$ cat src/verilog/ivp_defs.svh
// Constants of the interrupt vector and priority unit: vector slots,
// source numbering, field widths and reset values.
// Assumes inclusion by bare name from the package and the design files.
`ifndef IVP_DEFS_SVH
`define IVP_DEFS_SVH

// Source count and field widths
`define IVP_NUM_SRC      10
`define IVP_IDX_W        4
`define IVP_LVL_W        2
`define IVP_PC_W         20
`define IVP_PSW_W        8
`define IVP_VEC_W        16

// Default priorities (source index equals default priority)
`define IVP_SRC_WDT      4'h0
`define IVP_SRC_LVI      4'h1
`define IVP_SRC_PIN0     4'h2
`define IVP_SRC_SER2_TX  4'h8
`define IVP_SRC_SER2_RX  4'h9
`define IVP_NUM_PINS     6

// Fixed vector slots, one two-byte entry each
`define IVP_VEC_WDT      16'h0004
`define IVP_VEC_LVI      16'h0006
`define IVP_VEC_PIN0     16'h0008
`define IVP_VEC_PIN1     16'h000A
`define IVP_VEC_PIN2     16'h000C
`define IVP_VEC_PIN3     16'h000E
`define IVP_VEC_PIN4     16'h0010
`define IVP_VEC_PIN5     16'h0012
`define IVP_VEC_SER2_TX  16'h0014
`define IVP_VEC_SER2_RX  16'h0016
`define IVP_VEC_BREAK    16'h007E

// Odd byte of an entry and least urgent programmable level
`define IVP_ODD_BIT      16'h0001
`define IVP_LVL_LOWEST   2'h3

// Reset values
`define IVP_RST_PC       20'h0_0000
`define IVP_RST_VEC      16'h0000
`define IVP_RST_BYTE     8'h00

`endif

$ cat src/verilog/ivp_pkg.sv
// Types of the interrupt vector and priority unit.
// Assumes ivp_defs.svh is on the include path.
`include "ivp_defs.svh"

package ivp_pkg;

   // Sequencer states, Gray coded along the accept path
   typedef enum logic [2:0] {
      IVP_IDLE     = 3'b000,
      IVP_PUSH_PC2 = 3'b001,
      IVP_PUSH_PC1 = 3'b011,
      IVP_PUSH_PC0 = 3'b010,
      IVP_FETCH_LO = 3'b110,
      IVP_FETCH_HI = 3'b111,
      IVP_CAP_LO   = 3'b101,
      IVP_CAP_HI   = 3'b100
   } ivp_state_type;

   typedef logic [`IVP_NUM_SRC-1:0]             ivp_src_vec_type;
   typedef logic [`IVP_NUM_SRC*`IVP_LVL_W-1:0]  ivp_lvl_vec_type;
   typedef logic [`IVP_IDX_W-1:0]               ivp_idx_type;

endpackage

$ cat src/verilog/ivp_prio_pick.sv
// Priority picker: most urgent level first, then smallest index.
// Assumes requests and levels are already qualified by the caller.
`timescale 1ns/1ps
`default_nettype none

module ivp_prio_pick #(
   parameter int N   = 10,
   parameter int LW  = 2,
   parameter int IW  = 4
) (
   input  wire logic [N-1:0]    req,     // Qualified requests
   input  wire logic [N*LW-1:0] level,   // Level per source, 0 most urgent
   output logic                 found,   // Any request present
   output logic [IW-1:0]        idx      // Winning source index
);

   logic [LW-1:0] best;

   // Scan from the back so the smallest index wins a tie
   always_comb begin
      found = 1'b0;
      idx   = '0;
      best  = '1;
      for (int i = N - 1; i >= 0; i--) begin
         if (req[i] && (!found || level[i*LW +: LW] <= best)) begin
            found = 1'b1;
            idx   = IW'(i);
            best  = level[i*LW +: LW];
         end
      end
   end

endmodule

`default_nettype wire

$ cat src/verilog/ivp_top.sv
// Interrupt vector and priority unit: pending flags, arbitration,
// stack push of status and return address, and vector fetch.
// Assumes one clock, synchronous inputs, and a CPU that keeps the
// stack pointer and vector memory with a one-cycle read latency.
`include "ivp_defs.svh"
`timescale 1ns/1ps
`default_nettype none

module ivp_top
   import ivp_pkg::*;
#(
   parameter int NUM_SRC = `IVP_NUM_SRC,
   parameter int LVL_W   = `IVP_LVL_W
) (
   input  wire logic                    CORE_CLK,            // Core clock
   input  wire logic                    RST_B,               // Reset, low
   input  wire logic                    WATCHDOG_INTERVAL_REQUEST, // Pulse
   input  wire logic                    VOLTAGE_DETECT_REQUEST,    // Pulse
   input  wire logic [`IVP_NUM_PINS-1:0] EXT_PIN_REQUEST,     // Edge pulses
   input  wire logic                    SERIAL2_ASYNC_TX_REQUEST,   // Pulse
   input  wire logic                    SERIAL2_CLOCKED_TX_REQUEST, // Pulse
   input  wire logic                    SERIAL2_TWOWIRE_TX_REQUEST, // Pulse
   input  wire logic                    SERIAL2_ASYNC_RX_REQUEST,   // Pulse
   input  wire logic                    SERIAL2_CLOCKED_RX_REQUEST, // Pulse
   input  wire logic                    SERIAL2_TWOWIRE_RX_REQUEST, // Pulse
   input  wire logic                    SOFTWARE_BREAK,      // Break pulse
   input  wire ivp_pkg::ivp_src_vec_type SRC_MASK,           // 1 masks
   input  wire ivp_pkg::ivp_lvl_vec_type SRC_LEVEL,          // Levels
   input  wire logic                    INT_ENABLE,          // Global enable
   input  wire logic                    INSN_BOUNDARY,       // Accept slot
   input  wire logic [`IVP_PC_W-1:0]    CPU_PC,              // Return PC
   input  wire logic [`IVP_PSW_W-1:0]   PROGRAM_STATUS_WORD, // Status word
   input  wire logic [7:0]              VEC_DATA,            // Read byte
   output logic                         BUSY,                // Sequence on
   output logic                         INT_ACK,             // Accept pulse
   output logic                         INT_ACK_BREAK,       // Break taken
   output ivp_pkg::ivp_idx_type         INT_ACK_ID,          // Accepted id
   output ivp_pkg::ivp_src_vec_type     PENDING,             // Flags
   output logic                         PUSH_STB,            // Push pulse
   output logic [7:0]                   PUSH_DATA,           // Push byte
   output logic                         VEC_RD,              // Read pulse
   output logic [`IVP_VEC_W-1:0]        VEC_ADDR,            // Read address
   output logic                         PC_LOAD,             // Branch pulse
   output logic [`IVP_PC_W-1:0]         PC_VALUE             // Handler PC
);

   // Whole state of the unit
   typedef struct packed {
      ivp_state_type            state;
      logic                     busy;
      ivp_src_vec_type          pend;
      logic                     brk_pend;
      logic [`IVP_PC_W-1:0]     ret_pc;
      logic [`IVP_VEC_W-1:0]    vec;
      logic [7:0]               lo;
      logic                     ack;
      logic                     ack_brk;
      ivp_idx_type              ack_id;
      logic                     push_stb;
      logic [7:0]               push_data;
      logic                     vec_rd;
      logic [`IVP_VEC_W-1:0]    vec_addr;
      logic                     pc_load;
      logic [`IVP_PC_W-1:0]     pc_value;
   } ivp_regs_type;

   ivp_regs_type    s_reg;
   ivp_regs_type    s_next;
   ivp_src_vec_type raw_req;
   ivp_src_vec_type qual_req;
   logic            win_found;
   ivp_idx_type     win_idx;

   // Hard-wired slot of each source, one entry apart
   function automatic logic [`IVP_VEC_W-1:0] slot_of(input ivp_idx_type id);
      case (id)
         4'h0:    slot_of = `IVP_VEC_WDT;
         4'h1:    slot_of = `IVP_VEC_LVI;
         4'h2:    slot_of = `IVP_VEC_PIN0;
         4'h3:    slot_of = `IVP_VEC_PIN1;
         4'h4:    slot_of = `IVP_VEC_PIN2;
         4'h5:    slot_of = `IVP_VEC_PIN3;
         4'h6:    slot_of = `IVP_VEC_PIN4;
         4'h7:    slot_of = `IVP_VEC_PIN5;
         4'h8:    slot_of = `IVP_VEC_SER2_TX;
         4'h9:    slot_of = `IVP_VEC_SER2_RX;
         default: slot_of = `IVP_VEC_WDT;
      endcase
   endfunction

   // Source events placed at their default priority index
   always_comb begin
      raw_req = '0;
      raw_req[`IVP_SRC_WDT] = WATCHDOG_INTERVAL_REQUEST;
      raw_req[`IVP_SRC_LVI] = VOLTAGE_DETECT_REQUEST;
      for (int p = 0; p < `IVP_NUM_PINS; p++) begin
         raw_req[int'(`IVP_SRC_PIN0) + p] = EXT_PIN_REQUEST[p];
      end
      raw_req[`IVP_SRC_SER2_TX] = SERIAL2_ASYNC_TX_REQUEST
                                | SERIAL2_CLOCKED_TX_REQUEST
                                | SERIAL2_TWOWIRE_TX_REQUEST;
      raw_req[`IVP_SRC_SER2_RX] = SERIAL2_ASYNC_RX_REQUEST
                                | SERIAL2_CLOCKED_RX_REQUEST
                                | SERIAL2_TWOWIRE_RX_REQUEST;
   end

   // Only unmasked pending flags compete
   assign qual_req = s_reg.pend & ~SRC_MASK;

   // Level first, then smallest default priority
   ivp_prio_pick #(
      .N   (NUM_SRC),
      .LW  (LVL_W),
      .IW  (`IVP_IDX_W)
   ) u_pick (
      .req   (qual_req),
      .level (SRC_LEVEL),
      .found (win_found),
      .idx   (win_idx)
   );

   // Next-state logic of the whole unit
   always_comb begin
      s_next          = s_reg;
      s_next.ack      = 1'b0;
      s_next.ack_brk  = 1'b0;
      s_next.push_stb = 1'b0;
      s_next.vec_rd   = 1'b0;
      s_next.pc_load  = 1'b0;
      case (s_reg.state)
         IVP_IDLE: begin
            if (INSN_BOUNDARY && (s_reg.brk_pend ||
                                  (INT_ENABLE && win_found))) begin
               s_next.ret_pc    = CPU_PC;
               s_next.busy      = 1'b1;
               s_next.ack       = 1'b1;
               s_next.push_stb  = 1'b1;
               s_next.push_data = PROGRAM_STATUS_WORD;
               s_next.state     = IVP_PUSH_PC2;
               if (s_reg.brk_pend) begin
                  s_next.ack_brk  = 1'b1;
                  s_next.brk_pend = 1'b0;
                  s_next.vec      = `IVP_VEC_BREAK;
                  s_next.ack_id   = '0;
               end else begin
                  s_next.ack_id   = win_idx;
                  s_next.vec      = slot_of(win_idx);
                  s_next.pend[win_idx] = 1'b0;
               end
            end
         end
         IVP_PUSH_PC2: begin
            s_next.push_stb  = 1'b1;
            s_next.push_data = {4'h0, s_reg.ret_pc[19:16]};
            s_next.state     = IVP_PUSH_PC1;
         end
         IVP_PUSH_PC1: begin
            s_next.push_stb  = 1'b1;
            s_next.push_data = s_reg.ret_pc[15:8];
            s_next.state     = IVP_PUSH_PC0;
         end
         IVP_PUSH_PC0: begin
            s_next.push_stb  = 1'b1;
            s_next.push_data = s_reg.ret_pc[7:0];
            s_next.state     = IVP_FETCH_LO;
         end
         IVP_FETCH_LO: begin
            s_next.vec_rd   = 1'b1;
            s_next.vec_addr = s_reg.vec;
            s_next.state    = IVP_FETCH_HI;
         end
         IVP_FETCH_HI: begin
            s_next.vec_rd   = 1'b1;
            s_next.vec_addr = s_reg.vec | `IVP_ODD_BIT;
            s_next.state    = IVP_CAP_LO;
         end
         IVP_CAP_LO: begin
            s_next.lo    = VEC_DATA;
            s_next.state = IVP_CAP_HI;
         end
         IVP_CAP_HI: begin
            s_next.pc_load  = 1'b1;
            s_next.busy     = 1'b0;
            s_next.pc_value = {4'h0, VEC_DATA, s_reg.lo};
            s_next.state    = IVP_IDLE;
         end
         default: begin
            s_next.state = IVP_IDLE;
            s_next.busy  = 1'b0;
         end
      endcase
      // New events win over the clear at acceptance
      s_next.pend = s_next.pend | raw_req;
      if (SOFTWARE_BREAK) begin
         s_next.brk_pend = 1'b1;
      end
   end

   // State register
   always_ff @(posedge CORE_CLK or negedge RST_B) begin
      if (!RST_B) begin
         s_reg <= '{state: IVP_IDLE, busy: 1'b0, pend: '0,
                    brk_pend: 1'b0,
                    ret_pc: `IVP_RST_PC, vec: `IVP_RST_VEC,
                    lo: `IVP_RST_BYTE, ack: 1'b0, ack_brk: 1'b0,
                    ack_id: '0, push_stb: 1'b0,
                    push_data: `IVP_RST_BYTE, vec_rd: 1'b0,
                    vec_addr: `IVP_RST_VEC, pc_load: 1'b0,
                    pc_value: `IVP_RST_PC};
      end else begin
         s_reg <= s_next;
      end
   end

   // Outputs straight from the state register
   assign BUSY          = s_reg.busy;
   assign INT_ACK       = s_reg.ack;
   assign INT_ACK_BREAK = s_reg.ack_brk;
   assign INT_ACK_ID    = s_reg.ack_id;
   assign PENDING       = s_reg.pend;
   assign PUSH_STB      = s_reg.push_stb;
   assign PUSH_DATA     = s_reg.push_data;
   assign VEC_RD        = s_reg.vec_rd;
   assign VEC_ADDR      = s_reg.vec_addr;
   assign PC_LOAD       = s_reg.pc_load;
   assign PC_VALUE      = s_reg.pc_value;

endmodule

`default_nettype wire

$ cat config.mk
export PLATFORM = sky130hd
export DESIGN_NAME = ivp_top
export DESIGN_NICKNAME = d
export VERILOG_FILES = /design/src/verilog/ivp_pkg.sv /design/src/verilog/ivp_prio_pick.sv /design/src/verilog/ivp_top.sv
export VERILOG_INCLUDE_DIRS = /design/src /design/src/verilog
export SDC_FILE = /design/constraint.sdc
export NUM_CORES = 1
export LEC_CHECK = 0
export ABC_AREA = 1
export BUFFER_PORTS_ARGS = -buffer_cell sky130_fd_sc_hd__buf_2
export CORE_MARGIN = 2
export CORE_UTILIZATION = 47
export CTS_CLUSTER_DIAMETER = 80
export DETAILED_ROUTE_END_ITERATION = 10
export PLACE_DENSITY = 0.87
export SLEW_MARGIN = 5
export SYNTH_ARGS = -nofsm -noshare
export SYNTH_HDL_FRONTEND = slang
export SYNTH_HIERARCHICAL = 1
export SYNTH_SLANG_ARGS = --single-unit
export TNS_END_PERCENT = 5
$ cat constraint.sdc
create_clock -name CORE_CLK -period 9 [get_ports CORE_CLK]
set_input_delay 1.8 -clock CORE_CLK [delete_from_list [all_inputs] [get_ports CORE_CLK]]
set_output_delay 1.8 -clock CORE_CLK [all_outputs]
set_load 0.05 [all_outputs]
After elaboration in Yosys (flattened, before gate mapping)
Memories as Yosys holds them, arrays and structs flattened.
Cells that the tools add are included.

word-level totals
  register bits = 108
  ROM bits = 64
  word-level logic and storage cells = 131
  memories = 1

operators by class
  magnitude comparators = 11
  eq/ne operators = 8
  mux-type cells = 45
  bitwise gates (word level) = 9
  reductions and logical operators = 41

memory list
  memory           depth  bits a word  read ports  clocked after Yosys merged registers in  wr ports  line           source
  (no name shown)  16     4            1           0                                        0         ivp_top.sv:76  case (id)

operators with widths
  operator                                                         number
  51-bit two-way mux                                               1
  47-bit two-way mux                                               1
  4-bit two-way mux                                                11
  9-bit one-hot mux with 4 select lines                            1
  17-bit one-hot mux with 2 select lines                           1
  3-bit one-hot mux with 8 select lines                            1
  21-bit two-way mux                                               1
  10-bit AND                                                       2
  10-bit inverter                                                  2
  2-bit less-or-equal comparator                                   9
  2-bit two-way mux                                                9
  16-bit two-way mux                                               1
  15-bit two-way mux                                               1
  1-bit two-way mux                                                13
  3-bit == test, second input constant                             4
  1-bit logical AND                                                12
  1-bit logical OR                                                 10
  10-bit two-way mux                                               1
  10-bit OR                                                        1
  1-bit logical NOT                                                9
  2-bit AND reduction                                              4
  2-bit nonzero test                                               4
  3-bit by 2-bit == test with 1-bit output, second input constant  2
  6-bit two-way mux                                                1
  9 further kinds                                                  12

Logic depth before layout (Yosys ltp)
  depth after elaboration = 49
  gate-level depth with buffers = 87
  mapped depth without buffers = 87

Cells and area by module
The synthesis kept the hierarchy.

modules (own cells, without submodules)
  module         times used  cells an instance  area an instance (um^2)  seq. area each (um^2)
  ivp_top        1           480                4167.7                   2177.1
  ivp_prio_pick  1           174                940.9                    0.0

Least setup slack after synthesis
No wires, ideal clock.

  kind = input-to-reg
  start = input port SRC_MASK[9]
  end = register s_reg[64] (netlist name)
  library setup time = 0.127 ns
  data arrival time = 10.652 ns
  path slack = -1.779 ns
  cell stages on the path = 77
  buffers on the path = 0
  cells stage by stage = nor2_1 -> inv_1 -> nor2_1 -> inv_1 -> ha_1 -> a21oi_1 -> nand2_1 -> nand2_1 -> nand2_1 -> nand2_1 -> inv_1 -> ha_1 -> nand2_1 -> inv_1 -> nor2_1 -> nand2_1 -> nand2_1 -> inv_1 -> [41 not listed] -> and2_1 -> ha_1 -> inv_1 -> nor2_1 -> o211ai_2 -> nand2_2 -> or2_0 -> nand2_1 -> ha_1 -> a21oi_1 -> nand2_1 -> nand2_2 -> inv_1 -> nor3_1 -> inv_1 -> ha_1 -> a21oi_1 -> o21ai_0

between the ends
  elaborated cells between the ends (all ways) = 73
  those cells by class = 9 x order compare; 30 x mux; 2 x bitwise; 31 x reduce/logical; 1 x memory

RTL lines
  what                                                                        line                 source
  from (decl)                                                                 ivp_top.sv:27        input wire ivp_pkg::ivp_src_vec_type SRC_MASK,
  10-bit inverter *                                                           ivp_top.sv:108       assign qual_req = s_reg.pend & ~SRC_MASK;
  10-bit AND *                                                                ivp_top.sv:108
  2-bit two-way mux / 1-bit two-way mux (equally long branches)               ivp_prio_pick.sv:25  if (req[i] && (!found || level[i*LW +: LW] <= best)) begin
  2-bit less-or-equal comparator / 1-bit logical NOT (equally long branches)  ivp_prio_pick.sv:25
  1-bit logical OR                                                            ivp_prio_pick.sv:25
  1-bit logical AND                                                           ivp_prio_pick.sv:25
  2-bit two-way mux / 1-bit two-way mux (equally long branches)               ivp_prio_pick.sv:25
  2-bit less-or-equal comparator / 1-bit logical NOT (equally long branches)  ivp_prio_pick.sv:25
  [26 not listed]                                                             n/a
  2-bit two-way mux / 1-bit two-way mux (equally long branches)               ivp_prio_pick.sv:25
  2-bit less-or-equal comparator / 1-bit logical NOT (equally long branches)  ivp_prio_pick.sv:25
  1-bit logical OR                                                            ivp_prio_pick.sv:25
  1-bit logical AND                                                           ivp_prio_pick.sv:25
  4-bit two-way mux *                                                         ivp_prio_pick.sv:25
  named net win_idx[1]                                                        ivp_top.sv:72        ivp_idx_type win_idx;
  memory read 16 x 4 bit *                                                    n/a
  16-bit two-way mux *                                                        ivp_top.sv:140       if (s_reg.brk_pend) begin
  to (signal assigned)                                                        ivp_top.sv:202       s_reg <= '{state: IVP_IDLE, busy: 1'b0, pend: '0,
  to (signal assigned)                                                        ivp_top.sv:211       s_reg <= s_next;
  to (decl)                                                                   ivp_top.sv:67        ivp_regs_type s_reg;

The timed path passes the listed nets; every way through them passes the cells marked *.
A chain may end at the register's enable or synchronous reset.

Worst setup path in the final report
  start = input port SRC_MASK[9]
  end = register s_reg[65] (netlist name)

between the ends
  elaborated cells between the ends (all ways) = 73
  those cells by class = 9 x order compare; 30 x mux; 2 x bitwise; 31 x reduce/logical; 1 x memory

RTL lines
  what                                                                        line                 source
  10-bit inverter *                                                           ivp_top.sv:108
  10-bit AND *                                                                ivp_top.sv:108
  named net qual_req[9]                                                       ivp_top.sv:70        ivp_src_vec_type qual_req;
  2-bit two-way mux / 1-bit two-way mux (equally long branches)               ivp_prio_pick.sv:25
  2-bit less-or-equal comparator / 1-bit logical NOT (equally long branches)  ivp_prio_pick.sv:25
  1-bit logical OR                                                            ivp_prio_pick.sv:25
  1-bit logical AND                                                           ivp_prio_pick.sv:25
  2-bit two-way mux / 1-bit two-way mux (equally long branches)               ivp_prio_pick.sv:25
  [27 not listed]                                                             n/a
  2-bit two-way mux / 1-bit two-way mux (equally long branches)               ivp_prio_pick.sv:25
  2-bit less-or-equal comparator / 1-bit logical NOT (equally long branches)  ivp_prio_pick.sv:25
  1-bit logical OR                                                            ivp_prio_pick.sv:25
  1-bit logical AND                                                           ivp_prio_pick.sv:25
  4-bit two-way mux *                                                         ivp_prio_pick.sv:25
  named net win_idx[1]                                                        ivp_top.sv:72
  memory read 16 x 4 bit *                                                    n/a
  16-bit two-way mux *                                                        ivp_top.sv:140

Marked as above.

==> insert_results.sql <==
INSERT INTO impl_metrics (metric_group, metric, value, unit) VALUES
('outcome', 'outcome', 'complete, but fails checks', ''),
('outcome', 'failed_checks', 'negative setup slack', ''),
('timing', 'postLayoutSetupSlackWorst', '-1.91', 'ns'),
('worst_setup_path', 'cpPeakStageDelay', '0.34', 'ns'),
('hold_path', 'holdPathStages', '2', ''),
('worst_setup_path', 'r2r_start', 'PENDING[9]', ''),
('synth', 'postSynthRegisterBits', '87', ''),
('layout', 'nNetsFinal', '924', ''),
('clocking', 'cts.hold.buffers_added', '0', ''),
('grt', 'via_count_of_the_first_global_routing_pass', '4392', ''),
('synth', 'sequential_to_total_area_share_from_yosys_stat', '0.426', ''),
('layout', 'fill_cells', '859', ''),
('grt', 'initial_antenna_violation_count', '2', ''),
('timing', 'setup_repair_after_global_routing_missed_its_margin', 'true', ''),
('layout', 'share_of_post_route_cells_with_drive_strength_above_1', '0.448', ''),
('die', 'num_rows', '38', ''),
('synth', 'syn-instance-count', '654', ''),
('die', 'die_w', '108', 'um'),
('clocking', 'numClockSinks', '87', ''),
('die', 'floorplan.die_area', '11700', 'um2'),
('layout', 'largest_register_ffs', '37', ''),
('timing', 'max_freq', '91.7', 'MHz'),
('timing', 'finalCriticalPeriod', '10.91', 'ns'),
('synth', 'mappedNetlistArea', '5110', 'um2'),
('synth', 'post_synth.cell_area_avg', '7.81', 'um2'),
('timing', 'fin_setup_tns', '-31.99', 'ns'),
('job', 'cap_viol_max_count', '0', ''),
('die', 'initial_utilization', '0.478', ''),
('die', 'floorplan.die.height', '108', 'um'),
('worst_setup_path', 'worst-r2r-cell-count', '79', ''),
('worst_setup_path', 'worst-endpoint-arrival', '11.12', 'ns'),
('synth', 'synth_area_leaders', 'sky130_fd_sc_hd__dfrtp_1 43%, sky130_fd_sc_hd__nand2_1 15%, sky130_fd_sc_hd__buf_4 8.5%', ''),
('placed_design', 'dp_hpwl', '8.74', 'mm'),
('timing', 'report.final.hold_viol_count', '0', ''),
('timing', 'timing_worst_slew_pin_value', '0.921', 'ns'),
('worst_setup_path', 'path_class', 'primary input to register', ''),
('worst_setup_path', 'endpoint_kind', 'register', ''),
('timing', 'setup-violations-final', '18', ''),
('timing', 'worst_slew_margin_rel', '0.384', ''),
('clocking', 'clock_insertion_delay_worst_skew', '0.37', 'ns'),
('worst_setup_path', 'crit_path_start_kind', 'primary input', ''),
('clocking', 'clock_tree.root_cell', 'sky130_fd_sc_hd__clkbuf_8', ''),
('worst_setup_path', 'cp_common_cell', 'sky130_fd_sc_hd__nand2_2', ''),
('pwr', 'power', '0.00212', 'W'),
('timing', 'post-route-period-util', '1.21', ''),
('detailed_routing', 'postRouteWirelength', '14.4', 'mm'),
('grt', 'grt_overflow', '0', ''),
('synth', 'yosysWarningCount', '6', ''),
('timing', 'hold_ws', '0.474', 'ns'),
('pwr', 'total_leakage_power', '3.63', 'nW'),
('synth', 'yosys.area.top_type', 'sky130_fd_sc_hd__dfrtp_1', ''),
('detailed_routing', 'ant_nets', '0', ''),
('pwr', 'pwr_density_cell', '310', 'nW/um2'),
('placed_design', 'pre_cts_setup_slack', '-2.08', 'ns'),
('synth', 'synth.distinct_cells', '37', ''),
('pwr', 'max-vdd-ir-drop', '0.000153', 'V'),
('worst_setup_path', 'crit_slowest_cell', 'sky130_fd_sc_hd__nor3_4', ''),
('clocking', 'tritoncts', 'done', ''),
('worst_setup_path', 'timing.reg2reg.setup_slack', '-0.80', 'ns'),
('worst_setup_path', 'worst-path-max-fanout', '5', ''),
('die', 'design.core.area', '10700', 'um2'),
('worst_setup_path', 'cpLargestDelayFamily', 'simple AND/OR/NAND/NOR gates', ''),
('detailed_routing', 'first_pass_drt_iterations', '5', ''),
('detailed_routing', 'detailed_route_drc_error_count', '0', ''),
('placed_design', 'place.port_buffers', '135', ''),
('hold_path', 'hold_path_sink', 'PC_VALUE[3]', ''),
('placed_design', 'place.gp.congestion', '0.838', ''),
('worst_setup_path', 'timing.critical_path.buf_inv', '17', ''),
('clocking', 'maximum_clock_path_buffer_count', '2', ''),
('detailed_routing', 'wl_per_cell', '14.9', 'um'),
('die', 'ioPinCount', '149', '');
-- area by class of cell --
class | instances | area [um2] | area share
Tap cell | 140 | 175 | 0.0257
Inverter | 82 | 320 | 0.0469
Multi-Input combinational cell | 428 | 2660 | 0.389
Timing Repair Buffer | 211 | 1290 | 0.189
Clock buffer | 9 | 124 | 0.0181
Clock inverter | 7 | 80.1 | 0.0117
Sequential cell | 87 | 2180 | 0.319
Antenna cell | 2 | 5.00 | 0.000733
-- synth_stat cells --
cell type	count
sky130_fd_sc_hd__a21oi_1	14
sky130_fd_sc_hd__and2_1	7
sky130_fd_sc_hd__buf_12	1
sky130_fd_sc_hd__buf_2	2
sky130_fd_sc_hd__buf_4	58
sky130_fd_sc_hd__buf_6	7
sky130_fd_sc_hd__clkbuf_1	1
sky130_fd_sc_hd__clkinv_1	1
sky130_fd_sc_hd__conb_1	1
sky130_fd_sc_hd__dfrtp_1	87
sky130_fd_sc_hd__ha_1	20
sky130_fd_sc_hd__inv_1	78
sky130_fd_sc_hd__inv_2	3
sky130_fd_sc_hd__nand2_1	206
sky130_fd_sc_hd__nand2_2	6
sky130_fd_sc_hd__nand2_4	1
sky130_fd_sc_hd__nand2_8	1
sky130_fd_sc_hd__nand3_1	31
sky130_fd_sc_hd__nand4_1	1
sky130_fd_sc_hd__nand4_2	1
sky130_fd_sc_hd__nor2_1	46
sky130_fd_sc_hd__nor2_2	8
sky130_fd_sc_hd__nor2_4	3
sky130_fd_sc_hd__nor3_1	6
sky130_fd_sc_hd__nor3_2	1
sky130_fd_sc_hd__o211ai_1	2
sky130_fd_sc_hd__o211ai_2	1
sky130_fd_sc_hd__o21ai_0	38
sky130_fd_sc_hd__o21ai_1	2
sky130_fd_sc_hd__o21ai_2	1
sky130_fd_sc_hd__o21bai_1	4
sky130_fd_sc_hd__o21bai_2	6
sky130_fd_sc_hd__o221ai_1	2
sky130_fd_sc_hd__o22ai_1	1
sky130_fd_sc_hd__or2_0	1
sky130_fd_sc_hd__or2_1	4
sky130_fd_sc_hd__or2_2	1
-- kinds of logic after synthesis --
family	Yosys count	synth area share
adders and majority gates	20	0.0490
buffers and inverters	151	0.168
other	1	0.000734
and+or+nand+nor	324	0.273
DFF	87	0.426
AOI/OAI and AO/OA	71	0.0838
-- per-stage QoR --
stage	instance area, um2	instances	util
global route	6830	965	0.638
detailed placement	5870	922	0.548
global placement	5870	922	0.548
finish	6830	966	0.638
CTS	6300	954	0.589
floorplan	5180	666	-
-- cells in the final DEF, fill, tap and decap left out, types with 14 or more instances in the layout --
cell / instances
sky130_fd_sc_hd__nor2_4: 14
sky130_fd_sc_hd__buf_2: 133
sky130_fd_sc_hd__nand2_1: 183
sky130_fd_sc_hd__nor2_1: 30
sky130_fd_sc_hd__nand3_1: 17
sky130_fd_sc_hd__inv_2: 20
sky130_fd_sc_hd__inv_1: 56
sky130_fd_sc_hd__ha_4: 15
sky130_fd_sc_hd__nand2_2: 24
sky130_fd_sc_hd__buf_4: 68
sky130_fd_sc_hd__o21ai_0: 31
sky130_fd_sc_hd__dfrtp_1: 87
-- worst max-delay path by stage --
stage                     start    endpoint  slack, ns  cells after the start
floorplan           SRC_MASK[9]   s_reg[64]      -1.39                     77
detailed placement  SRC_MASK[9]  PENDING[9]      -2.08                     81
global placement    SRC_MASK[9]  PENDING[9]      -1.72                     76
CTS                 SRC_MASK[9]   s_reg[65]      -1.45                     79
global route        SRC_MASK[9]   s_reg[65]      -2.31                     79
finish              SRC_MASK[9]   s_reg[65]      -1.91                     79
-- power breakdown --
part           internal (W)  switching (W)  leakage [nW]
logic              0.000400       0.000811          2.49
clock network      0.000110       0.000166        0.0990
registers          0.000548      0.0000851          1.04
-- worst register-to-register path, delay by kind of cell, from the launching register on --
family | cells | cell delay [ns]
DFF | 1 | 0.36
buffers and inverters | 17 | 1.08
adders and majority gates | 10 | 2.15
and+or+nand+nor | 42 | 4.62
AOI/OAI and AO/OA | 10 | 1.44
-- repair_timing --
action / in CTS / in global routing
setup buffers: 16 / 10
resized for setup: 33 / 106
endpoints found under the setup margin: 18 / 18
pin swaps: 31 / 59
-- routing by layer --
metal / wire length [um] / vias to the layer above / track usage
met5: 0 / - / 0
met4: 635 / 0 / 0.0852
met3: 851 / 59 / 0.0416
met2: 7180 / 201 / 0.361
met1: 5680 / 2235 / 0.271
li1: - / 2299 / -
Note: power is estimated with default switching activity, not from simulation.
